===== src/verilog/brot_cfg.svh =====
// Constants for the byte rotate unit.
// Overview of operation
// - Plain left rotate: bits move up, old bit 7 to bit 0, result written to memory.
// - Left rotate to accumulator: rotated operand loads accumulator, memory left unchanged.
// - Left rotate through carry: old carry enters bit 0, bit 7 to carry, memory written.
// - Through-carry left rotate to accumulator: result in accumulator, carry from old bit 7.
// - Through-carry left rotate to accumulator never writes the memory operand.
// - Plain right rotate: bits move down, old bit 0 to bit 7, memory written.
`ifndef BROT_CFG_SVH
`define BROT_CFG_SVH
`define BROT_DATA_W 8
`define BROT_ACC_RST 8'h00
`define BROT_CARRY_RST 1'h0
`define BROT_MSB 7
`endif


===== src/verilog/brot_pkg.sv =====
// Types shared by the byte rotate unit.
`default_nettype none
package brot_pkg;
  typedef enum logic [2:0] {
    BROT_NOP,
    BROT_ROTATE_LEFT_MEM,
    BROT_ROTATE_LEFT_TO_ACC,
    BROT_ROTATE_LEFT_CARRY_MEM,
    BROT_ROTATE_LEFT_CARRY_TO_ACC,
    BROT_ROTATE_RIGHT_MEM
  } brot_op_t;

  typedef struct packed {
    logic valid;
    brot_op_t op;
    logic [7:0] operand;
  } brot_req_t;

  typedef struct packed {
    logic mem_we;
    logic [7:0] mem_data;
  } brot_wb_t;
endpackage
`default_nettype wire


===== src/verilog/brot_unit.sv =====
// Byte rotate unit: single-bit rotations with memory or accumulator write-back.
`include "brot_cfg.svh"
`default_nettype none
module brot_unit (
  input wire logic mclk_in,
  input wire logic rst_b_in,
  input wire brot_pkg::brot_req_t req_in,
  output brot_pkg::brot_wb_t wb_out,
  output logic [`BROT_DATA_W-1:0] acc_out,
  output logic carry_out
);
  // The accumulator and carry flag live here; the core reads them through the outputs.
  logic [`BROT_DATA_W-1:0] acc_r;
  logic [`BROT_DATA_W-1:0] acc_nxt;
  logic carry_r;
  logic carry_nxt;
  brot_pkg::brot_wb_t wb_r;
  brot_pkg::brot_wb_t wb_nxt;

  // Shifts a byte up one place; the caller chooses what enters the bottom bit.
  function automatic logic [`BROT_DATA_W-1:0] shift_up_fill(
    input logic [`BROT_DATA_W-1:0] value,
    input logic fill
  );
    return {value[`BROT_MSB-1:0], fill};
  endfunction

  // Shifts a byte down one place; the caller chooses what enters the top bit.
  function automatic logic [`BROT_DATA_W-1:0] shift_down_fill(
    input logic [`BROT_DATA_W-1:0] value,
    input logic fill
  );
    return {fill, value[`BROT_MSB:1]};
  endfunction

  // One decoder for every select keeps them one-hot, so the muxes below need no priority.
  function automatic logic op_is(
    input brot_pkg::brot_req_t req,
    input brot_pkg::brot_op_t code
  );
    return req.valid && (req.op == code);
  endfunction

  // Undefined codes and the no-operation code match no select, so they change nothing.
  wire [`BROT_DATA_W-1:0] opnd = req_in.operand;
  wire opnd_top = opnd[`BROT_MSB];
  wire opnd_bottom = opnd[0];
  wire do_left_mem = op_is(req_in, brot_pkg::BROT_ROTATE_LEFT_MEM);
  wire do_left_acc = op_is(req_in, brot_pkg::BROT_ROTATE_LEFT_TO_ACC);
  wire do_carry_mem = op_is(req_in, brot_pkg::BROT_ROTATE_LEFT_CARRY_MEM);
  wire do_carry_acc = op_is(req_in, brot_pkg::BROT_ROTATE_LEFT_CARRY_TO_ACC);
  wire do_right_mem = op_is(req_in, brot_pkg::BROT_ROTATE_RIGHT_MEM);

  // Plain rotates recycle the operand's own end bit; carry rotates feed the old flag in.
  wire [`BROT_DATA_W-1:0] rot_left = shift_up_fill(opnd, opnd_top);
  wire [`BROT_DATA_W-1:0] rot_left_carry = shift_up_fill(opnd, carry_r);
  wire [`BROT_DATA_W-1:0] rot_right = shift_down_fill(opnd, opnd_bottom);
  wire mem_dest = do_left_mem || do_carry_mem || do_right_mem;
  wire acc_dest = do_left_acc || do_carry_acc;
  wire carry_upd = do_carry_mem || do_carry_acc;

  // Memory is written only by memory-destination forms; accumulator forms leave it intact.
  assign wb_nxt.mem_we = mem_dest;
  assign wb_nxt.mem_data = do_right_mem ? rot_right :
    (do_carry_mem ? rot_left_carry : rot_left);
  assign acc_nxt = do_left_acc ? rot_left :
    (do_carry_acc ? rot_left_carry : acc_r);
  // The carry flag follows only the through-carry forms; every other request holds it.
  assign carry_nxt = carry_upd ? opnd_top : carry_r;

  // The write strobe is registered, so memory sees it one cycle after the request.
  // Back-to-back carry rotates therefore use the carry left by the previous request.
  always_ff @(posedge mclk_in or negedge rst_b_in) begin
    if (!rst_b_in) begin
      acc_r <= `BROT_ACC_RST;
      carry_r <= `BROT_CARRY_RST;
      wb_r <= '0;
    end else begin
      acc_r <= acc_nxt;
      carry_r <= carry_nxt;
      wb_r <= wb_nxt;
    end
  end

  assign wb_out = wb_r;
  assign acc_out = acc_r;
  assign carry_out = carry_r;

  // Plain left rotate writes the rotated byte back to memory.
  a_left_mem_result: assert property (@(posedge mclk_in) disable iff (!rst_b_in)
    do_left_mem
    |=> wb_out.mem_we && wb_out.mem_data == {$past(opnd[6:0]), $past(opnd_top)})
    else $error("left rotate result wrong");

  // Left rotate to the accumulator loads it and leaves memory alone.
  a_left_acc_value: assert property (@(posedge mclk_in) disable iff (!rst_b_in)
    do_left_acc
    |=> !wb_out.mem_we && acc_out == {$past(opnd[6:0]), $past(opnd_top)})
    else $error("left rotate to accumulator wrong");

  // Through-carry rotate to memory moves the old flag in and the top bit out.
  a_carry_mem_result: assert property (@(posedge mclk_in) disable iff (!rst_b_in)
    do_carry_mem
    |=> wb_out.mem_we && wb_out.mem_data == {$past(opnd[6:0]), $past(carry_r)}
      && carry_out == $past(opnd_top))
    else $error("left rotate through carry wrong");

  // Through-carry rotate to the accumulator computes the same nine-bit rotation.
  a_carry_acc_value: assert property (@(posedge mclk_in) disable iff (!rst_b_in)
    do_carry_acc
    |=> acc_out == {$past(opnd[6:0]), $past(carry_r)} && carry_out == $past(opnd_top))
    else $error("carry rotate to accumulator wrong");

  // A stray strobe here would corrupt an operand the program still expects to read.
  a_carry_acc_nowrite: assert property (@(posedge mclk_in) disable iff (!rst_b_in)
    do_carry_acc
    |=> !wb_out.mem_we)
    else $error("carry rotate to accumulator wrote memory");

  // Plain right rotate writes the rotated byte back to memory.
  a_right_mem_result: assert property (@(posedge mclk_in) disable iff (!rst_b_in)
    do_right_mem
    |=> wb_out.mem_we && wb_out.mem_data == {$past(opnd_bottom), $past(opnd[7:1])})
    else $error("right rotate result wrong");

  // Any request that is not a carry rotate must leave the flag as it was.
  a_flags_kept: assert property (@(posedge mclk_in) disable iff (!rst_b_in)
    !carry_upd
    |=> $stable(carry_out))
    else $error("carry changed by non-carry op");

  // Memory-destination forms never touch the accumulator.
  a_acc_kept: assert property (@(posedge mclk_in) disable iff (!rst_b_in)
    (do_left_mem || do_right_mem || do_carry_mem)
    |=> $stable(acc_out))
    else $error("accumulator changed by memory op");

  // Both carry forms load the flag from the operand's old top bit.
  a_carry_from_top: assert property (@(posedge mclk_in) disable iff (!rst_b_in)
    carry_upd
    |=> carry_out == $past(opnd_top))
    else $error("carry not taken from top bit");

  // Every write strobe must trace back to a memory-destination request.
  a_write_source: assert property (@(posedge mclk_in) disable iff (!rst_b_in)
    wb_out.mem_we
    |-> $past(mem_dest))
    else $error("memory written without a memory request");

  // An idle cycle changes no state and writes nothing.
  a_idle_quiet: assert property (@(posedge mclk_in) disable iff (!rst_b_in)
    !req_in.valid
    |=> !wb_out.mem_we && $stable(acc_out)
      && $stable(carry_out))
    else $error("idle cycle changed state");

  // The bit that leaves the top must reappear at the bottom.
  a_left_bottom_bit: assert property (@(posedge mclk_in) disable iff (!rst_b_in)
    do_left_mem
    |=> wb_out.mem_data[0] == $past(opnd_top))
    else $error("left rotate lost the top bit");

  // The bit that leaves the bottom must reappear at the top.
  a_right_top_bit: assert property (@(posedge mclk_in) disable iff (!rst_b_in)
    do_right_mem
    |=> wb_out.mem_data[`BROT_MSB] == $past(opnd_bottom))
    else $error("right rotate lost the bottom bit");

  // The old flag, not the new one, enters the accumulator's bottom bit.
  a_acc_bottom_carry: assert property (@(posedge mclk_in) disable iff (!rst_b_in)
    do_carry_acc
    |=> acc_out[0] == $past(carry_r))
    else $error("accumulator bottom bit not old carry");

  // Plain left rotate to the accumulator is not a carry form.
  a_left_acc_carry: assert property (@(posedge mclk_in) disable iff (!rst_b_in)
    do_left_acc
    |=> $stable(carry_out))
    else $error("carry changed by left rotate to accumulator");

  // Through-carry rotate to memory keeps the accumulator.
  a_carry_mem_acc: assert property (@(posedge mclk_in) disable iff (!rst_b_in)
    do_carry_mem
    |=> $stable(acc_out))
    else $error("accumulator changed by carry rotate to memory");

  // Accumulator forms of either kind never raise the write strobe.
  a_acc_dest_nowrite: assert property (@(posedge mclk_in) disable iff (!rst_b_in)
    acc_dest
    |=> !wb_out.mem_we)
    else $error("accumulator op wrote memory");

  // Plain right rotate leaves the flag alone.
  a_right_carry_kept: assert property (@(posedge mclk_in) disable iff (!rst_b_in)
    do_right_mem
    |=> $stable(carry_out))
    else $error("carry changed by right rotate");

  // Plain left rotate to memory leaves the flag alone.
  a_left_carry_kept: assert property (@(posedge mclk_in) disable iff (!rst_b_in)
    do_left_mem
    |=> $stable(carry_out))
    else $error("carry changed by left rotate");

  // Every memory-destination request must produce exactly one strobe in the next cycle.
  a_mem_ops_write: assert property (@(posedge mclk_in) disable iff (!rst_b_in)
    mem_dest
    |=> wb_out.mem_we)
    else $error("memory op did not write");
endmodule
`default_nettype wire


===== config.mk =====
export PLATFORM = sky130hd
export DESIGN_NAME = brot_unit
export DESIGN_NICKNAME = d
export VERILOG_FILES = /design/src/verilog/brot_pkg.sv /design/src/verilog/brot_unit.sv
export VERILOG_INCLUDE_DIRS = /design/src /design/src/verilog
export SDC_FILE = /design/constraint.sdc
export NUM_CORES = 1
export LEC_CHECK = 0
export BUFFER_PORTS_ARGS = -buffer_cell sky130_fd_sc_hd__buf_2
export CORE_MARGIN = 3
export CORE_UTILIZATION = 30
export CTS_CLUSTER_DIAMETER = 60
export DETAILED_ROUTE_END_ITERATION = 6
export HOLD_SLACK_MARGIN = 0.15
export PLACE_DENSITY_LB_ADDON = 0.12
export SLEW_MARGIN = 20
export SYNTH_ARGS = -nofsm -noshare
export SYNTH_HDL_FRONTEND = slang
export SYNTH_SLANG_ARGS = --single-unit

===== constraint.sdc =====
create_clock -name mclk_in -period 1.3 [get_ports mclk_in]
set_input_delay 0.065 -clock mclk_in [delete_from_list [all_inputs] [get_ports mclk_in]]
set_output_delay 0.065 -clock mclk_in [all_outputs]
set_load 0.1 [all_outputs]

==> summary.md, run 1 <==
| Metric | Value |
|---|---|
| Register area share after synthesis | 0.5318 |
| Ranking of synthesized cells by area | dfrtp_1 53%, mux2_4 12%, mux2_2 11%, nand4b_4 2.8%, buf_6 2.7% |
| Clock network fraction of total power | 0.168 |
| Met1 WL | 738 um |
| Commonest non-fill, non-tap cell in the layout | buf_2 |
| Pre-Repair DR Iteration Count | 2 |
| Total GRT Usage | 0.1087 |
| R2r startpoint | carry_out |
| Drt drc | 0 |
| CTS max path bufs | 2 |
| Clock skew | 0.009256 ns |
| Power density over the cells | 1668 nW/um^2 |
| Antenna viol nets, final | 0 |
| Layout area overhead | 41.36% |
| Max-slew violations | 0 |
| Clock Sinks | 18 |
| Int Power | 1.031 mW |
| Initial antenna violation count | 0 |
| CTS HTree Levels | 1 |
| Worst-path clk slew | 0.11 ns |
| Max stage delay on crit path | 0.53 ns |
| Via density per instance | 4.692 |
| Die area | 3497 sq um |
| CTS tree | done |
| Top delay family on crit path | buffers and inverters |
| Relative slew slack | 0.6757 |
| Latest clock arrival within the worst-skew pair | between 0.2 and 0.3 ns |
| R2R Path End | acc_out[0] |
| Starting DRT DRC Count | 8 |
| Ratio of cells with drive above 1 in the final layout | 0.5631 |
| Switching Power | 0.9668 mW |
| P_leak | 0.5816 nW |
| Ys Warns | 0 |
| Final hold vios | 0 |
| Outcome | completed |
| Post-CTS Setup Bufs | 0 |
| RSZ-0062 raised after global routing | false |
| Vias in the first global route | between 600 and 700 |
| Hold Path Origin | req_in[10] |
| WL met3 | 125 um |
| Final Net Count | 118 |
| Diodes inserted | 0 |
| Die span in x | approximately 59 um |
| Grt ovf | 0 |
| HPWL after DPL | 1228 um |
| Initial Utilization | 0.3271 |
| Tmin final | ~1.3 ns |
| Commonest cells after routing, fill and taps aside | 30 x buf_2, 16 x dfrtp_1, 13 x dlygate4sd3_1, 8 x mux2_2, 7 x mux2_4 |
| Syn Area/Cell | 14.60 sq um |
| Die height | 59.14 um |
| Highest routed layer | met4 |
| Worst vdd ir | 0.0009509 V |
| Worst Hold Class | primary input to flip-flop |
| Crit path capture type | flip-flop |
| Clock tree root buffer cell | clkbuf_4 |
| Tightest Pin Transition | 0.4898 ns |
| Switching Fraction | 0.4840 |
| FF+latch count, synth | 18 |
| Core area | 2590 sq um |
| CP max stage cell | dlygate4sd3_1 |
| Routed wl met2 | 814 um |
| Final Core Density | 0.4623 |
| Final wirelength | ~1700 um |
| CP required | 1.47 ns |
| Worst hold stages | 3 |
| Distinct cells, synth | 23 |
| Total number of vias | about 620 |
| Worst-case hold path end point | acc_out[0] |
| CTS buffer count | 3 |
| Routed len/inst | 12.73 um |
| Crit share post-route | 0.9779 |
| Count of final setup violators | 0 |
| Register share of total power | 0.346 |
| CP Max Fanout | 11 |
| Post-synth top area share | 0.5318 |
| Peak Freq | 786.6 MHz |
| Mapped Cells | 58 |
| Max Cap Violations | 0 |
| Reg2reg path depth | 3 |
| # rows | 18 |
| Reg2reg setup slack | approximately 0.18 ns |
| Area leader, netlist | dfrtp_1 |
| Largest net degree at the start of global routing | 19 |
| Critical path type | primary input to flip-flop |
| Worst setup margin | 0.02874 ns |
| Buf/Inv on CP | 2 |
| Netlist Area Pre-Place | roughly 850 sq um |
| Global-route wire length before repair | 2877 um |
| Cells along the critical path | dlygate4sd3_1 > clkbuf_4 > xor2_4 > nand2b_4 > mux2_4 |
| Synth Net Count | 72 |
| Dpl ws | 0.1528 ns |
| Comb pwr share | 0.486 |
| TNS Setup | 0 ns |
| I/O Pins | 32 |
| GPL Wtd Cong | 0.7978 |
| Worst path arrival time | 1.44 ns |
| I/O Buffers | 31 |
| Startpoint Class | primary input |
## timing repair
item	4_1_cts	5_1_grt
hold buffers	13	0
resized for setup	0	2
endpoints found under the hold margin	36	0
endpoints found under the setup margin	0	7
## worst reg2reg max path: cells and delay by family (launching register included)
family | cells | cell delay (ns)
AOI/OAI and AO/OA | 2 | 0.27
DFF | 1 | 0.50
and+or+nand+nor | 1 | 0.23
## per-stage QoR
stage / std cells / total power, mW / hold slack (ns) / cell area [sq um]
2_1_floorplan: 58 / 1.492 / -0.2306 / 852.1
3_3_place_gp: 116 / 1.641 / 0.02394 / 1017
3_5_place_dp: 116 / 1.644 / 0.02152 / 1017
4_1_cts: 133 / 2.022 / 0.1836 / 1184
5_1_grt: 133 / 2.085 / 0.2597 / 1197
6_report: 133 / 1.997 / 0.2184 / 1197
## cell families after synthesis
kind of cell              synth area share
and+or+nand+nor                     0.1241
AOI/OAI and AO/OA                  0.06204
xor gates and xnor gates           0.01921
buffers and inverters              0.03249
DFF                                 0.5318
muxes                               0.2304
## sequential cells by signal (all words and copies together) (netlist names)
signal / cells
wb_out: 9
acc_out: 8
carry_out: 1
## cells in the mapped netlist (all sizes together)
cell    count
nand3       1
and2        1
or3         1
nor3        1
and4bb      1
nand2b      2
o21ai       3
o311ai      1
buf         3
a21boi      1
mux2       15
o21a        1
a21o        1
xor2        1
dfrtp      18
nor2        1
a21oi       1
nand4b      2
nand2       3
## power by group through the flow
stage | logic [mW] | clock network (mW) | registers [mW]
2_1_floorplan | 0.160 | 0 | 1.33
3_3_place_gp | 0.941 | 0 | 0.700
3_5_place_dp | 0.942 | 0 | 0.702
4_1_cts | 0.972 | 0.357 | 0.693
5_1_grt | 1.00 | 0.377 | 0.703
6_report | 0.970 | 0.336 | 0.692
## area by class of cell
type / instances / area (sq um)
Tap cell: 30 / 37.54
Sequential cell: 18 / 455.4
Multi-Input combinational cell: 37 / 380.4
Timing Repair Buffer: 44 / 287.8
Fill cell: 244 / 1393
Clock buffer: 4 / 36.28
## per-layer routing
metal  global-route usage  vias up
li1                     -      298
met1               0.1335      304
met2               0.1767       20
met3              0.04357        2
met4              0.02913        0
met5                    0        -
## worst max path at each step
stage | depth (start not counted) | to | start
after floorplan | 3 | acc_out[0] | carry_out
after global placement | 3 | acc_out[0] | carry_out
after detailed placement | 3 | acc_out[0] | carry_out
after CTS | 5 | acc_out[6] | req_in[9]
after global routing | 5 | acc_out[2] | req_in[9]
final | 5 | acc_out[6] | req_in[9]
Power figures use the tool's default switching activity.
==> inputs of run 2 (changes only) <==
Settings changed: CORE_UTILIZATION 30 to 47.
==> run 2 against run 1 <==
  * Clock-buffer cell count unchanged
  * Setup slack gained 0.023 ns
  * Sequential share of layout area rose by 0.61 points
  * Combinational power about the same
  * Via count shrank 1.4%
  * Global-route usage is 5.4 points higher
  * Sequential power is 0.6% lower
  * Die area is 33% lower
  * Non-clock buffer count unchanged
  * Register-to-register slack got worse by 0.02 ns
  * Core utilization up 28 points
  * Wire length down 2.6%
  * Critical endpoint is now acc_out[3]
  * Largest cell class unchanged
==> summary.md, run 2 (synthesis gave the netlist of run 1 again) <==
| Metric | Value |
|---|---|
| Vias in the first global route | 660 |
| Cells along the critical path | dlygate4sd3_1 > clkbuf_4 > xor2_2 > nand2b_4 > mux2_4 |
| Clock Sinks | 18 |
| CTS max path bufs | 2 |
| Count of final setup violators | 0 |
| Max stage delay on crit path | 0.54 ns |
| Worst setup margin | 0.05138 ns |
| GPL Wtd Cong | 0.7355 |
| Diodes inserted | 0 |
| Latest clock arrival within the worst-skew pair | 0.29 ns |
| Worst-path clk slew | 0.11 ns |
| Routed len/inst | 12.98 um |
| Final Core Density | 0.7394 |
| CP max stage cell | dlygate4sd3_1 |
| RSZ-0062 raised after global routing | false |
| Pre-Repair DR Iteration Count | 1 |
| TNS Setup | 0 ns |
| Peak Freq | 800.9 MHz |
| Commonest cells after routing, fill and taps aside | 30 x buf_2, 16 x dfrtp_1, 13 x dlygate4sd3_1, 8 x mux2_2, 7 x mux2_4 |
| Worst Hold Class | primary input to flip-flop |
| Total number of vias | 615 |
| Commonest non-fill, non-tap cell in the layout | buf_2 |
| Antenna viol nets, final | 0 |
| CP Max Fanout | 11 |
| Clock tree root buffer cell | clkbuf_4 |
| Max Cap Violations | 0 |
| Final hold vios | 0 |
| Worst vdd ir | 0.0009721 V |
| R2r startpoint | carry_out |
| Tightest Pin Transition | 0.4909 ns |
| CP required | 1.48 ns |
| Int Power | 1.029 mW |
| Clock network fraction of total power | 0.173 |
| Critical path type | primary input to flip-flop |
| Startpoint Class | primary input |
| Total GRT Usage | 0.1623 |
| Final Net Count | 118 |
| Dpl ws | around 0.15 ns |
| Register share of total power | 0.344 |
| Layout area overhead | 39.14% |
| Outcome | completed |
| Crit share post-route | 0.9605 |
| Relative slew slack | 0.6750 |
| Switching Fraction | 0.4861 |
| Final wirelength | 1649 um |
| Max reg flops | 9 |
| CTS tree | done |
| Crit path capture type | flip-flop |
| WHS | about 0.19 ns |
| Reg2reg setup slack | 0.16 ns |
| Fillers | between 100 and 150 |
| Worst path arrival time | around 1.4 ns |
| Comb pwr share | 0.483 |
| Largest net degree at the start of global routing | 19 |
| Grt ovf | 0 |
| Power density over the cells | about 1700 nW/um^2 |
| I/O Buffers | 31 |
| Post-route cell area | ~1200 sq um |
| Hold Path Origin | req_in[10] |
| Initial Utilization | 0.5314 |
| # rows | 14 |
| Clock skew | about 0.005 ns |
| Die area | 2348 sq um |
| P_leak | 0.5798 nW |
| CTS buffer count | 3 |
| Initial antenna violation count | 0 |
| CTS HTree Levels | 1 |
| Drt drc | 0 |
| Die span in x | 48.46 um |
| Crit path from | req_in[9] |
| Starting DRT DRC Count | 0 |
| Switching Power | 0.9730 mW |
| Global-route wire length before repair | between 3000 and 4000 um |
| Die height | 48.46 um |
| I/O Pins | 32 |
| HPWL after DPL | 1124 um |
| Core area | roughly 1600 sq um |
| Area post-placement | 1010 sq um |
| Max-slew violations | 0 |
| Via density per instance | 4.843 |
| Ratio of cells with drive above 1 in the final layout | 0.5631 |
| Tmin final | 1.249 ns |
run 2: critical path: cells and delay by family:
family / cells / cell delay, ns
and+or+nand+nor: 1 / 0.16
xor gates and xnor gates: 1 / 0.17
buffers and inverters: 2 / 0.73
muxes: 1 / 0.31
run 2: per-layer routing:
metal,vias up,track usage,share of wire
li1,294,-,-
met1,297,0.2056,0.45
met2,20,0.2683,0.48
met3,4,0.03374,0.057
met4,0,0.07109,0.015
met5,-,0,0
run 2: what timing repair did:
item | 4_1_cts | 5_1_grt
setup buffers | 0 | 0
hold endpoints to repair | 36 | 0
setup endpoints to repair | 0 | 1
gates resized for setup | 0 | 1
hold buffers | 13 | 0
run 2: worst paths after layout:
check | endpoint | cells past startpoint
setup reg to reg | acc_out[0] | 3
hold / removal | acc_out[0] | 2
hold reg to reg | acc_out[7] | 1
min in group asynchronous | acc_out[4] | 2
max in group asynchronous | carry_out | 2
setup / recovery | acc_out[3] | 5
run 2: through the flow:
step	instances	total power [mW]
3_3_place_gp	110	1.636
3_5_place_dp	110	1.642
2_1_floorplan	58	1.492
4_1_cts	127	2.016
6_report	127	2.002
5_1_grt	127	2.087
run 2: layout make-up:
type,count,area [sq um],share of cell area
Clock buffer,4,36.28,0.03079
Multi-Input combinational cell,37,369.1,0.3132
Sequential cell,18,455.4,0.3864
Tap cell,24,30.03,0.02548
Timing Repair Buffer,44,287.8,0.2442
run 2: power by group through the flow:
stage                     Clock [mW]  Sequential, mW  Combinational, mW
after global routing           0.387           0.703              0.998
after detailed placement           0           0.700              0.942
after CTS                      0.354           0.689              0.972
final                          0.347           0.688              0.967
after global placement             0           0.698              0.938
after floorplan                    0            1.33              0.160
==> inputs of run 3 (changes only) <==
Settings changed: ABC_AREA set to 1, CORE_UTILIZATION 47 to 45, CTS_CLUSTER_DIAMETER 60 to unset.
==> run 3 against run 2 <==
  * Flip-flop and latch count unchanged
  * Critical path depth increased by 3
  * Critical path type unchanged
  * Core utilization fell by 2.9 points
  * Global-route usage rose by 0.29 points
==> summary.md, run 3 <==
| Metric | Value |
|---|---|
| Total GRT Usage | 0.1651 |
| Grt ovf | 0 |
| CTS tree | done |
| Count of final setup violators | 0 |
| Largest net degree at the start of global routing | 19 |
| Max reg flops | 9 |
| Synth Net Count | 103 |
| Crit path capture type | flip-flop |
| Commonest cells after routing, fill and taps aside | 31 x nand2_1, 31 x buf_2, 17 x dfrtp_1, 13 x dlygate4sd3_1, 11 x nand3_1 |
| Distinct cells, synth | 14 |
| Initial antenna violation count | 0 |
| Post-synth top cells | 31 x nand2_1, 18 x dfrtp_1, 11 x nand3_1, 8 x inv_1, 5 x o21ai_1 |
| Peak Freq | around 840 MHz |
| Post-CTS Setup Bufs | 0 |
| # rows | 14 |
| Initial Utilization | 0.4984 |
| Xor/xnor share of the synthesized area | 0 |
| CP Max Fanout | 10 |
| Post-synth top area share | 0.5732 |
| Worst Hold Class | primary input to asynchronous set/reset pin |
| Max Cap Violations | 0 |
| CTS HTree Levels | 1 |
| Total number of vias | 724 |
| Ratio of cells with drive above 1 in the final layout | 0.3309 |
| Ys Warns | 0 |
| Number of synthesized flops with an enable pin | 0 |
| Die span in x | between 40 and 50 um |
| Multiplexer area fraction after synthesis | 0 |
| Power density over the cells | 1607 nW/um^2 |
| Syn Area/Cell | between 8 and 9 sq um |
| Most numerous cell in the Yosys netlist | nand2_1 |
| CTS max path bufs | 2 |
| Pre-Repair DR Iteration Count | 4 |
| Post-synth ARST share | 1.000 |
| Via density per instance | roughly 4.8 |
| Die height | around 48 um |
| I/O Pins | 32 |
| I/O Buffers | 31 |
| Area post-placement | between 900 and 1000 sq um |
| RSZ-0062 raised after global routing | false |
| Drt drc | 0 |
| FF+latch count, synth | 18 |
| Tmin final | 1.191 ns |
| Core area | 1577 sq um |
| Startpoint Class | primary input |
| Starting DRT DRC Count | 28 |
| Layout area overhead | 42.52% |
| Final wirelength | around 1800 um |
| Worst vdd ir | 0.001014 V |
| Tightest Pin Transition | around 0.49 ns |
| Worst path arrival time | 1.38 ns |
| Outcome | completed |
| CP required | 1.49 ns |
| Combinational family with the most area after synthesis | simple AND/OR/NAND/NOR gates |
| Clock Sinks | 18 |
| TNS Setup | 0 ns |
| CTS buffer count | 3 |
| Clock skew | about 0.00011 ns |
| Register area share after synthesis | 0.5732 |
| Crit share post-route | 0.9161 |
| Max-slew violations | 0 |
| Worst-path clk slew | 0.10 ns |
| Post-Synth Adder-Cell Area | 0 |
| Final hold vios | 0 |
| P_leak | 0.6321 nW |
| Clock tree root buffer cell | clkbuf_4 |
| Final Net Count | 151 |
| Area leader, netlist | dfrtp_1 |
| Antenna viol nets, final | 0 |
| Mapped Cells | 89 |
| Global-route wire length before repair | 2642 um |
| Synth Area in Simple Gates | 0.3041 |
| Critical path type | primary input to flip-flop |
| Diodes inserted | 0 |
| HPWL after DPL | 1129 um |
| GPL Wtd Cong | 0.7537 |
| Routed len/inst | 11.89 um |
| Ranking of synthesized cells by area | dfrtp_1 57%, nand2_1 15%, nand3_1 7.0%, inv_1 3.8%, a21oi_2 3.3% |
| Die area | 2283 sq um |
| Compound-Gate Fraction of Synth Area | 0.06529 |
| Vias in the first global route | 635 |
| Ys flop type | dfrtp_1 |
| Latest clock arrival within the worst-skew pair | 0.28 ns |
| Netlist Area Pre-Place | 785.8 sq um |
| Post-route cell area | 1120 sq um |
| Relative slew slack | 0.6748 |
[run 3: layer usage]
layer	GRT usage	vias up	part of all wire
met2	0.2559	22	0.49
met4	0.06452	0	0.0055
met1	0.2204	323	0.45
li1	-	377	-
met3	0.04135	2	0.053
met5	0	-	0
[run 3: worst max-delay path, cell delays in order]
cell and delay, ns:
dlygate4sd3_1 0.54, buf_2 0.14, nor2_2 0.25, nand2_4 0.15, nand2_1 0.09, nand2_1 0.05, nand2_1 0.05, nand2_1 0.05
[run 3: final cells by class]
class	count	area [sq um]
fill	134	456.7
multi-input combinational	61	302.8
tap	16	20.02
clock buffer	4	26.28
timing repair buffer	44	285.3
sequential	18	451.7
inverter	9	33.78
[run 3: final timing paths]
check | from | slack [ns] | depth (start not counted) | end
setup / recovery | req_in[10] | 0.11 | 8 | acc_out[0]
hold / removal | rst_b_in | 0.22 | 2 | wb_out[8]
setup reg to reg | carry_out | 0.37 | 4 | wb_out[0]
hold reg to reg | acc_out[0] | 0.51 | 2 | acc_out[0]
max in group asynchronous | rst_b_in | 0.78 | 2 | carry_out
min in group mclk_in | acc_out[0] | 0.51 | 2 | acc_out[0]
[run 3: repair_timing]
item	in CTS	in global routing
resized for setup	0	2
endpoints found under the setup margin	0	5
hold buffers	13	0
endpoints found under the hold margin	36	0
[run 3: cells by family after synthesis]
family,Yosys count
and+or+nand+nor,53
DFF,18
buffers and inverters,10
AOI/OAI and AO/OA,8
[run 3: stage by stage]
step / utilization / instances / worst slack, ns / total power [mW] / hold slack [ns]
final: 0.7103 / 152 / 0.1091 / 1.800 / 0.2200
after global routing: 0.7103 / 152 / 0.01495 / 1.877 / 0.2402
after CTS: 0.7024 / 152 / 0.09425 / 1.803 / 0.2390
after detailed placement: 0.6032 / 135 / 0.3457 / 1.496 / 0.01532
after global placement: 0.6032 / 135 / 0.3675 / 1.493 / 0.005349
after floorplan: - / 89 / 0.1028 / 1.352 / -0.2306
[run 3: power by group]
group          switching [mW]  internal, mW
clock                   0.160         0.119
sequential             0.0308         0.636
combinational           0.711         0.143
